[config.mk]
export PLATFORM = sky130hd
export DESIGN_NAME = fade_animator
export DESIGN_NICKNAME = d
export VERILOG_FILES = /design/src/logic/animator_pkg.sv /design/src/logic/config_store.sv /design/src/logic/fade_channel.sv /design/src/logic/fade_animator.sv
export SDC_FILE = /design/constraint.sdc
export NUM_CORES = 1
export LEC_CHECK = 0
export ABC_AREA = 1
export CORE_ASPECT_RATIO = 0.5
export CORE_MARGIN = 2
export CORE_UTILIZATION = 65
export DETAILED_ROUTE_END_ITERATION = 10
export DONT_BUFFER_PORTS = 1
export PLACE_DENSITY = 0.78
export SLEW_MARGIN = 25
export SYNTH_ARGS = -nofsm -noshare
export SYNTH_HDL_FRONTEND = slang
export SYNTH_SLANG_ARGS = --single-unit
[constraint.sdc]
create_clock -name clk_sys -period 7 [get_ports clk_sys]
set_clock_uncertainty 0.05 [all_clocks]
set_input_delay 0 -clock clk_sys [delete_from_list [all_inputs] [get_ports clk_sys]]
set_output_delay 0 -clock clk_sys [all_outputs]
set_load 0.02 [all_outputs]
[src/logic/animator_pkg.sv]
package animator_pkg;

    // ------------------------------------------------------------
    // Register offsets and storage slots
    // ------------------------------------------------------------
    localparam logic [6:0] ADDR_CH1_CMP = 7'h03;
    localparam logic [6:0] ADDR_CH0_CMP = 7'h15;
    localparam logic [6:0] ADDR_SHARED = 7'h1f;
    localparam logic [6:0] ADDR_FLOOR = 7'h20;
    localparam logic [6:0] ADDR_CEIL = 7'h21;
    localparam logic [6:0] ADDR_FREQ = 7'h22;
    localparam logic [6:0] ADDR_RATE = 7'h23;
    localparam logic [6:0] ADDR_FIRST = 7'h24;
    localparam logic [6:0] ADDR_SHWAIT = 7'h25;
    localparam logic [6:0] ADDR_SEQ = 7'h27;
    localparam int NUM_REGS = 10;
    localparam logic [3:0] IDX_NONE = 4'hf;

    // Values after reset, in slot order
    localparam logic [15:0] RST_CH1_CMP = 16'h0400;
    localparam logic [15:0] RST_CH0_CMP = 16'h0407;
    localparam logic [15:0] RST_SHARED = 16'h13f9;
    localparam logic [15:0] RST_FLOOR = 16'h0000;
    localparam logic [15:0] RST_CEIL = 16'hfe00;
    localparam logic [15:0] RST_FREQ = 16'h0000;
    localparam logic [15:0] RST_RATE = 16'h0000;
    localparam logic [15:0] RST_FIRST = 16'h0000;
    localparam logic [15:0] RST_SHWAIT = 16'h0000;
    localparam logic [15:0] RST_SEQ = 16'h0003;

    // Field positions
    localparam int DUTY_LSB = 9;
    localparam int FREQ_LSB = 7;

    // ------------------------------------------------------------
    // Timing
    // ------------------------------------------------------------
    localparam int CLK_NS = 10;
    localparam int STEP_UNIT_NS = 2400;
    localparam int STEP_BASE_NS = 5600;
    localparam int STEP_UNIT_CYC = STEP_UNIT_NS / CLK_NS;
    localparam int STEP_BASE_CYC = STEP_BASE_NS / CLK_NS;
    localparam int RATE_OFF_VALUE = 256;
    localparam int PWM_BASE_PERIOD_NS = 20480;
    localparam int PWM_TICK_CYC = PWM_BASE_PERIOD_NS / (128 * CLK_NS);
    localparam logic [6:0] CODE_FULL = 7'h7f;
    localparam logic [2:0] TRIG_SLOT = 3'h4;
    localparam int SCALE_SHIFT = 5;

    typedef struct packed {
        logic [6:0] floor;
        logic [6:0] ceiling;
        logic [4:0] freq;
        logic [15:0] rate;
        logic [15:0] first_wait;
        logic [15:0] shared_wait;
    } cfg_s;

    // Address to storage slot
    function automatic logic [3:0] reg_index(input logic [6:0] a);
        if (a == ADDR_CH1_CMP) return 4'h0;
        else if (a == ADDR_CH0_CMP) return 4'h1;
        else if (a == ADDR_SHARED) return 4'h2;
        else if (a == ADDR_FLOOR) return 4'h3;
        else if (a == ADDR_CEIL) return 4'h4;
        else if (a == ADDR_FREQ) return 4'h5;
        else if (a == ADDR_RATE) return 4'h6;
        else if (a == ADDR_FIRST) return 4'h7;
        else if (a == ADDR_SHWAIT) return 4'h8;
        else if (a == ADDR_SEQ) return 4'h9;
        else return IDX_NONE;
    endfunction : reg_index

    // PWM tick divider per frequency code; code 31 is off the regular line
    function automatic logic [7:0] freq_div(input logic [4:0] c);
        if (c <= 5'h04) return {3'h0, c};
        else if (c == 5'h05) return 8'h06;
        else if (c == 5'h06) return 8'h08;
        else if (c == 5'h1f) return 8'he0;
        else return 8'({c - 5'h05, 3'h0});
    endfunction : freq_div

    // Cycles in one fade step
    function automatic logic [23:0] step_cycles(input logic [15:0] rate);
        int r;
        r = (rate == 16'h0000) ? RATE_OFF_VALUE : int'(rate);
        return 24'(r * STEP_UNIT_CYC + STEP_BASE_CYC);
    endfunction : step_cycles

endpackage : animator_pkg

[src/logic/config_store.sv]
module config_store (
    input wire logic clk_sys,
    input wire logic arst_n,
    input wire logic ce,
    input wire logic wr_en,
    input wire logic rd_en,
    input wire logic [6:0] addr,
    input wire logic [15:0] wdata,
    output logic [15:0] rdata,
    output animator_pkg::cfg_s cfg
);
    logic [15:0] mem_r [animator_pkg::NUM_REGS];
    logic [15:0] rdata_r;
    wire logic [3:0] idx = animator_pkg::reg_index(addr);
    wire logic hit = idx != animator_pkg::IDX_NONE;

    // ------------------------------------------------------------
    // Storage, with reset values per slot
    // ------------------------------------------------------------
    always_ff @(posedge clk_sys or negedge arst_n) begin
        if (!arst_n) begin
            mem_r[0] <= animator_pkg::RST_CH1_CMP;
            mem_r[1] <= animator_pkg::RST_CH0_CMP;
            mem_r[2] <= animator_pkg::RST_SHARED;
            mem_r[3] <= animator_pkg::RST_FLOOR;
            mem_r[4] <= animator_pkg::RST_CEIL;
            mem_r[5] <= animator_pkg::RST_FREQ;
            mem_r[6] <= animator_pkg::RST_RATE;
            mem_r[7] <= animator_pkg::RST_FIRST;
            mem_r[8] <= animator_pkg::RST_SHWAIT;
            mem_r[9] <= animator_pkg::RST_SEQ;
        end else if (ce && wr_en && hit) begin
            mem_r[idx] <= wdata;
        end
    end

    // Registered read; unmapped reads return zero
    always_ff @(posedge clk_sys or negedge arst_n) begin
        if (!arst_n) begin
            rdata_r <= 16'h0000;
        end else if (ce && rd_en) begin
            rdata_r <= hit ? mem_r[idx] : 16'h0000;
        end
    end

    assign rdata = rdata_r;
    assign cfg.floor = mem_r[3][animator_pkg::DUTY_LSB +: 7];
    assign cfg.ceiling = mem_r[4][animator_pkg::DUTY_LSB +: 7];
    assign cfg.freq = mem_r[5][animator_pkg::FREQ_LSB +: 5];
    assign cfg.rate = mem_r[6];
    assign cfg.first_wait = mem_r[7];
    assign cfg.shared_wait = mem_r[8];
endmodule : config_store

[src/logic/fade_channel.sv]
module fade_channel (
    input wire logic clk_sys,
    input wire logic arst_n,
    input wire logic ce,
    input wire logic restart,
    input wire logic go,
    input wire logic step,
    input wire logic fade_on,
    input wire logic freq_ok,
    input wire logic [6:0] floor,
    input wire logic [6:0] ceiling,
    input wire logic [6:0] phase,
    output logic [6:0] duty,
    output logic drive_low
);
    logic [12:0] acc_r;
    logic [12:0] acc_nxt;
    logic [6:0] duty_r;
    logic [6:0] duty_nxt;
    logic active_r;
    logic drive_low_r;

    // ------------------------------------------------------------
    // Logarithmic ramp, value kept scaled by 32
    // ------------------------------------------------------------
    wire logic [6:0] floor_eff = (floor == 7'h00) ? 7'h01 : floor;
    wire logic [12:0] grown = acc_r + (acc_r >> animator_pkg::SCALE_SHIFT);
    wire logic [6:0] grown_code = grown[11:5];
    wire logic at_top = grown[12] || (grown_code >= ceiling);
    wire logic [6:0] first_code = (floor_eff > ceiling) ? ceiling : floor_eff;

    // Next ramp value: restart clears, go loads floor, step grows
    always_comb begin
        acc_nxt = acc_r;
        duty_nxt = duty_r;
        if (restart) begin
            acc_nxt = 13'h0000;
            duty_nxt = 7'h00;
        end else if (go) begin
            acc_nxt = {1'b0, floor_eff, 5'h00};
            duty_nxt = fade_on ? first_code : ceiling;
        end else if (step && active_r && fade_on && !at_top) begin
            acc_nxt = grown;
            duty_nxt = grown_code;
        end else if (step && active_r && fade_on) begin
            duty_nxt = ceiling;
        end
    end

    always_ff @(posedge clk_sys or negedge arst_n) begin
        if (!arst_n) begin
            acc_r <= 13'h0000;
            duty_r <= 7'h00;
            active_r <= 1'b0;
        end else if (ce) begin
            acc_r <= acc_nxt;
            duty_r <= duty_nxt;
            active_r <= !restart && (go || active_r);
        end
    end

    // Compare: 0 is always low, full code high unless the frequency code is zero
    wire logic high = freq_ok && ((duty_r == animator_pkg::CODE_FULL) || (phase < duty_r));

    always_ff @(posedge clk_sys or negedge arst_n) begin
        if (!arst_n) begin
            drive_low_r <= 1'b1;
        end else if (ce) begin
            drive_low_r <= !high;
        end
    end

    assign duty = duty_r;
    assign drive_low = drive_low_r;
endmodule : fade_channel

[src/logic/fade_animator.sv]
// Function
// Five-bit frequency code picks the PWM period; code zero gives no output.
// Duty equals code over 128 for codes 1 to 126.
// Code 0 holds low, code 127 holds high.
// Running duty code comes only from the sequencer, never from a port.
// Each channel brightens along a logarithmic curve while fading in.
// Mode pin high selects standalone and locks the register port.
// Standalone runs the animation from stored configuration alone.
// Mode pin low selects programming mode with the register port open.
// Pulse pins are open drain: they only ever pull low.
// All four pulse pins switch to PWM together.
// Sequence starts on trigger input or after power-up.
// Trigger output toggles so a following device can chain on.
// Each channel starts a delay after the one before it.
// First-channel wait before channel 0; shared wait before others and trigger.
// One fade step lasts 2.4 us times rate plus 5.6 us.
// A start delay is the wait count times the step time.
// Rate zero disables fading but delays use rate 256.
// No fade-out phase; ramps only go up.
// Ramp ends at the ceiling code.
// Ramp begins at the floor code.
// Value scaled by 32 grows by a 32nd per step; floor 0 acts as 1.
// Step timer restarts at each boundary, so start times do not drift.
module fade_animator (
    input wire logic clk_sys,
    input wire logic arst_n,
    input wire logic ce,
    input wire logic mode_select,
    input wire logic trigger_input,
    input wire logic reg_wr,
    input wire logic reg_rd,
    input wire logic [6:0] reg_addr,
    input wire logic [15:0] reg_wdata,
    output logic [15:0] reg_rdata,
    output logic prog_active,
    input wire logic [3:0] pulse_out_in,
    output logic [3:0] pulse_out_out,
    output logic [3:0] pulse_out_oe,
    output logic trigger_output
);
    typedef enum logic [3:0] {
        ST_IDLE = 4'h1,
        ST_WAIT_FIRST = 4'h2,
        ST_WAIT_NEXT = 4'h4,
        ST_DONE = 4'h8
    } seq_e;

    animator_pkg::cfg_s cfg;
    seq_e state_r;
    seq_e state_nxt;
    logic mode_s1_r;
    logic mode_s2_r;
    logic trig_s1_r;
    logic trig_s2_r;
    logic trig_s3_r;
    logic boot_pending_r;
    logic prog_r;
    logic [11:0] tick_cnt_r;
    logic [6:0] phase_r;
    logic [23:0] step_cnt_r;
    logic [15:0] wait_cnt_r;
    logic [15:0] wait_nxt;
    logic [2:0] slot_r;
    logic [2:0] slot_nxt;
    logic [3:0] go;
    logic trig_flip;
    logic trigger_output_r;
    logic [3:0] oe_r;
    logic [3:0] out_r;
    logic [3:0] drive_low;
    logic [6:0] duty [4];

    // ------------------------------------------------------------
    // Pin synchronisers
    // ------------------------------------------------------------
    always_ff @(posedge clk_sys or negedge arst_n) begin
        if (!arst_n) begin
            mode_s1_r <= 1'b0;
            mode_s2_r <= 1'b0;
            trig_s1_r <= 1'b0;
            trig_s2_r <= 1'b0;
            trig_s3_r <= 1'b0;
        end else if (ce) begin
            mode_s1_r <= mode_select;
            mode_s2_r <= mode_s1_r;
            trig_s1_r <= trigger_input;
            trig_s2_r <= trig_s1_r;
            trig_s3_r <= trig_s2_r;
        end
    end

    // Mode and start decode
    wire logic standalone = mode_s2_r;
    wire logic trig_rise = trig_s2_r && !trig_s3_r;
    wire logic start = standalone && (boot_pending_r || trig_rise);
    wire logic restart = start || !standalone;
    wire logic port_open = !standalone;

    // ------------------------------------------------------------
    // Configuration storage
    // ------------------------------------------------------------
    config_store u_store (
        .clk_sys(clk_sys),
        .arst_n(arst_n),
        .ce(ce),
        .wr_en(reg_wr && port_open),
        .rd_en(reg_rd && port_open),
        .addr(reg_addr),
        .wdata(reg_wdata),
        .rdata(reg_rdata),
        .cfg(cfg)
    );

    // ------------------------------------------------------------
    // PWM time base
    // ------------------------------------------------------------
    wire logic freq_ok = cfg.freq != 5'h00;
    wire logic [11:0] tick_len = 12'(animator_pkg::freq_div(cfg.freq) *
        animator_pkg::PWM_TICK_CYC);
    wire logic tick_end = (tick_cnt_r >= tick_len - 12'h001);

    // One phase step per tick, 128 phases per period
    always_ff @(posedge clk_sys or negedge arst_n) begin
        if (!arst_n) begin
            tick_cnt_r <= 12'h000;
            phase_r <= 7'h00;
        end else if (ce) begin
            tick_cnt_r <= tick_end ? 12'h000 : tick_cnt_r + 12'h001;
            phase_r <= tick_end ? phase_r + 7'h01 : phase_r;
        end
    end

    // ------------------------------------------------------------
    // Fade step timer
    // ------------------------------------------------------------
    wire logic fade_on = cfg.rate != 16'h0000;
    wire logic [23:0] step_len = animator_pkg::step_cycles(cfg.rate);
    wire logic step = (step_cnt_r >= step_len - 24'h000001);

    // Restarts on every boundary and on every new sequence
    always_ff @(posedge clk_sys or negedge arst_n) begin
        if (!arst_n) begin
            step_cnt_r <= 24'h000000;
        end else if (ce) begin
            step_cnt_r <= (restart || step) ? 24'h000000 : step_cnt_r + 24'h000001;
        end
    end

    // ------------------------------------------------------------
    // Sequencer
    // ------------------------------------------------------------
    wire logic first_due = wait_cnt_r == cfg.first_wait;
    wire logic next_due = wait_cnt_r == cfg.shared_wait;

    // Next state, channel slot and wait count
    always_comb begin
        state_nxt = state_r;
        slot_nxt = slot_r;
        wait_nxt = step ? wait_cnt_r + 16'h0001 : wait_cnt_r;
        go = 4'h0;
        trig_flip = 1'b0;
        if (restart) begin
            state_nxt = start ? ST_WAIT_FIRST : ST_IDLE;
            slot_nxt = 3'h0;
            wait_nxt = 16'h0000;
        end else begin
            case (state_r)
                ST_WAIT_FIRST: begin
                    if (first_due) begin
                        go[0] = 1'b1;
                        slot_nxt = 3'h1;
                        wait_nxt = 16'h0000;
                        state_nxt = ST_WAIT_NEXT;
                    end
                end
                ST_WAIT_NEXT: begin
                    if (next_due && slot_r == animator_pkg::TRIG_SLOT) begin
                        trig_flip = 1'b1;
                        state_nxt = ST_DONE;
                    end else if (next_due) begin
                        go[slot_r[1:0]] = 1'b1;
                        slot_nxt = slot_r + 3'h1;
                        wait_nxt = 16'h0000;
                    end
                end
                default: begin
                    wait_nxt = 16'h0000;
                end
            endcase
        end
    end

    // Sequencer registers; power-up start is held until standalone
    always_ff @(posedge clk_sys or negedge arst_n) begin
        if (!arst_n) begin
            state_r <= ST_IDLE;
            slot_r <= 3'h0;
            wait_cnt_r <= 16'h0000;
            boot_pending_r <= 1'b1;
            trigger_output_r <= 1'b0;
        end else if (ce) begin
            state_r <= state_nxt;
            slot_r <= slot_nxt;
            wait_cnt_r <= wait_nxt;
            boot_pending_r <= boot_pending_r && !start;
            trigger_output_r <= trigger_output_r ^ trig_flip;
        end
    end

    // ------------------------------------------------------------
    // Channels
    // ------------------------------------------------------------
    for (genvar i = 0; i < 4; i++) begin : g_chan
        fade_channel u_chan (
            .clk_sys(clk_sys),
            .arst_n(arst_n),
            .ce(ce),
            .restart(restart),
            .go(go[i]),
            .step(step),
            .fade_on(fade_on),
            .freq_ok(freq_ok),
            .floor(cfg.floor),
            .ceiling(cfg.ceiling),
            .phase(phase_r),
            .duty(duty[i]),
            .drive_low(drive_low[i])
        );
    end

    // Open-drain pins, all four switched by standalone mode together
    always_ff @(posedge clk_sys or negedge arst_n) begin
        if (!arst_n) begin
            oe_r <= 4'h0;
            out_r <= 4'h0;
            prog_r <= 1'b1;
        end else if (ce) begin
            oe_r <= standalone ? drive_low : 4'h0;
            out_r <= 4'h0;
            prog_r <= port_open;
        end
    end

    assign pulse_out_out = out_r;
    assign pulse_out_oe = oe_r;
    assign trigger_output = trigger_output_r;
    assign prog_active = prog_r;
endmodule : fade_animator

==> results.sh <==
export IMPL_p_per_area_nw_per_um2=165
export IMPL_cts_hold_buf=30
export IMPL_power_mw=4.23
export IMPL_ys_seq_elements=342
export IMPL_synth_most_common_cell="nand2_1"
export IMPL_cp_required_ns=7.43
export IMPL_core_area_um2=36200
export IMPL_hpwl_um=46300
export IMPL_crit_top_cell="nand2_1"
export IMPL_p_leak_nw=13.0
export IMPL_tightestPinTransition_ns=1.11
export IMPL_yosysTopAreaCell="dfrtp_1"
export IMPL_timing_hold_ws_ns=-0.972
export IMPL_drive_gt1_share_pct=5.23
export IMPL_netlist_instances=3331
export IMPL_synthXorXnorAreaFrac_pct=4.30
export IMPL_dp_cells=3721
export IMPL_fin_nets=3527
export IMPL_max_stage_delay_ns=0.48
export IMPL_grtUsageTotal_pct=34.2
export IMPL_fin_setup_tns_ns=0
export IMPL_final_hold_viol_count=343
export IMPL_cts_tree="yes"
export IMPL_rows=49
export IMPL_dr_pass1_iters=10
export IMPL_arrival_ns=6.87
export IMPL_grt_max_degree=343
export IMPL_clk_pin_slew_worst_paths_ns=0.07
export IMPL_grt_pass1_vias=20700
export IMPL_max_clock_freq_ghz=0.155
export IMPL_route_detailed_drc=3
export IMPL_drtIter0Drc=2160
export IMPL_h_tree_depth=1
export IMPL_syn_cell_area_um2=24000
export IMPL_worstHoldPathType="primary input to asynchronous set/reset pin"
export IMPL_grt_setup_unrepaired="no"
export IMPL_cts_sinks=342
export IMPL_num_vias=21900
export IMPL_antenna_found_initial=0
export IMPL_finalSetupViolCount=0
export IMPL_async_flop_share_pct=100
export IMPL_worst_slack_ns=0.561
export IMPL_routed_via_density=5.74
export IMPL_synth_compound_area_share_pct=10.4
export IMPL_place_ws_ns=0.182
export IMPL_synthAdderAreaFrac_pct=10.8
export IMPL_drt_wl_total_um=65500
export IMPL_yosys_area_share_simple_pct=31.0
export IMPL_root_buffer="clkbuf_16"
export IMPL_grt_overflow=0
export IMPL_dieArea_um2=38600
export IMPL_synth_mux_area_share_pct=0.0416
export IMPL_outcome="complete, but fails checks"
export IMPL_chipHeight_um=140
export IMPL_netlist_top_cells_count="nand2_1, nor2_1, dfrtp_1"
export IMPL_clk_latency_ns=0.62
export IMPL_routabilityCongestion=0.970
export IMPL_cpMaxStageDelayCell="fa_1"
export IMPL_path_max_fanout=15
export IMPL_wl_per_cell_um=17.2
export IMPL_grt_pass1_wl_um=106000
export IMPL_avgSynthCellArea_um2=7.22
export IMPL_peakVddDrop_mv=0.154
export IMPL_ys_flop_type="dfrtp_1"
export IMPL_slew_headroom_pct=26.0
export IMPL_stdcell_count=3810
export IMPL_slew_violations=0
export IMPL_start_util_pct=66.5
export IMPL_clockBufferDepth=3
export IMPL_ant_nets=0
export IMPL_violations="DRC, hold timing"
export IMPL_netlist_top_cells_area="dfrtp_1, nand2_1, ha_1"
export IMPL_yosys_warnings=0
export IMPL_synth_distinct_cells=57
export IMPL_io_pins=60
export IMPL_die_w_um=276
export IMPL_diodes=0
export IMPL_cts_buffers=31
export IMPL_port_buffers=0
export IMPL_cp_end_kind="register"
export IMPL_synth_top_family_by_area="simple AND/OR/NAND/NOR gates"
export IMPL_area_growth_pct=6.36
export IMPL_period_share_pct=92.0
export IMPL_yosysSeqAreaShare_pct=35.7
export IMPL_yosys_area_top_type_share_pct=32.5
export IMPL_fin_crit_ns=6.44
export IMPL_cp_start_kind="register"
export IMPL_path_class="register to register"
export IMPL_cap_violations=0
export IMPL_synth_edf_count=0
[cell type report]
type	count	area [µm²]
inverter	328	1240
clock buffer	44	835
sequential	342	8600
multi-input combinational	2549	13700
clock inverter	14	161
tap	484	606
fill	3147	10600
timing repair buffer	49	460
[stage by stage]
stage	cell area (µm²)	utilization, %	hold WS, ns
2_1_floorplan	24100	-	-0.346
3_3_place_gp	24200	66.9	-0.338
3_5_place_dp	24200	66.9	-0.338
4_1_cts	25500	70.6	-0.985
5_1_grt	25600	70.7	-0.987
6_report	25600	70.7	-0.972
[cells by family (layout without fill, tap and decap cells)]
| kind of cell | after synthesis | after routing |
|---|---|---|
| buffers and inverters | 443 | 435 |
| XOR/XNOR | 118 | 118 |
| adder cells (fa/ha/maj) | 192 | 192 |
| AND/OR/NAND/NOR | 1765 | 1765 |
| other | 1 | 4 |
| AO/OA/AOI/OAI | 469 | 469 |
| flip-flops | 342 | 342 |
| multiplexers | 1 | 1 |
[worst max-delay path: cells and delay by family (launching register included)]
family                   cells  cell delay (ns)
AND/OR/NAND/NOR             25             3.04
AO/OA/AOI/OAI                2             0.30
flip-flops                   1             0.41
XOR/XNOR                     2             0.36
buffers and inverters        3             0.50
adder cells (fa/ha/maj)      5             1.64
[path summary, 6_finish.rpt]
kind / slack [ns] / cells past startpoint / endpoint / start
max: 0.56 / 37 / g_chan[1].u_chan.acc_r[1] / u_store.cfg[46]
min: -0.97 / 0 / g_chan[3].u_chan.acc_r[2] / arst_n
max reg2reg: 0.56 / 37 / g_chan[1].u_chan.acc_r[1] / u_store.cfg[46]
min reg2reg: 0.40 / 2 / boot_pending_r / boot_pending_r
max in group asynchronous: 6.99 / 0 / u_store.rdata[7] / arst_n
min in group clk_sys: -0.01 / 3 / trig_s1_r / trigger_input
[state kept, by name, indices dropped and copies added (netlist names), 7 cells and up]
| name | cells |
|---|---|
| u_store.mem_r | 93 |
| u_store.cfg | 67 |
| g_chan.u_chan.acc_r | 52 |
| g_chan.u_chan.duty | 28 |
| step_cnt_r | 24 |
| u_store.rdata | 16 |
| wait_cnt_r | 16 |
| tick_cnt_r | 12 |
| phase_r | 7 |
[per-layer routing]
metal,vias up,routed length (µm),global-route usage (%)
met5,-,0,0
met4,0,1720,9.49
met3,133,5950,6.56
met2,836,29200,54.8
met1,10200,28700,47.8
li1,10700,-,-
[timing repair]
action	in CTS	in global routing
resized for setup	0	12
endpoints found under the setup margin	0	112
buffers inserted	0	1
hold endpoints to repair	672	342
[report_power, final]
part	switching, mW	internal [mW]	leakage, nW
Sequential	0.0624	2.03	4.59
Clock	0.829	0.919	0.480
Combinational	0.271	0.117	7.96
Total	1.16	3.07	13.0
[placed cells by master, fill, tap and decap left out, drive strengths merged, types with 4 or more instances in the layout]
master	count
clkbuf	44
dfstp	30
ha	165
conb	4
a21o	9
nor3b	5
a21boi	4
a31oi	8
nand3	211
nand3b	6
nand4	59
xor2	72
inv	326
dlygate4sd3	29
nand2	1050
dfrtp	312
o21bai	9
clkinv	10
o21ai	301
nor2	382
o22ai	16
or2	10
nor3	32
fa	27
buf	20
xnor2	46
clkinvlp	4
a21oi	107
o21a	6
nor4	7
No activity file was read; power rests on OpenSTA's default activity.
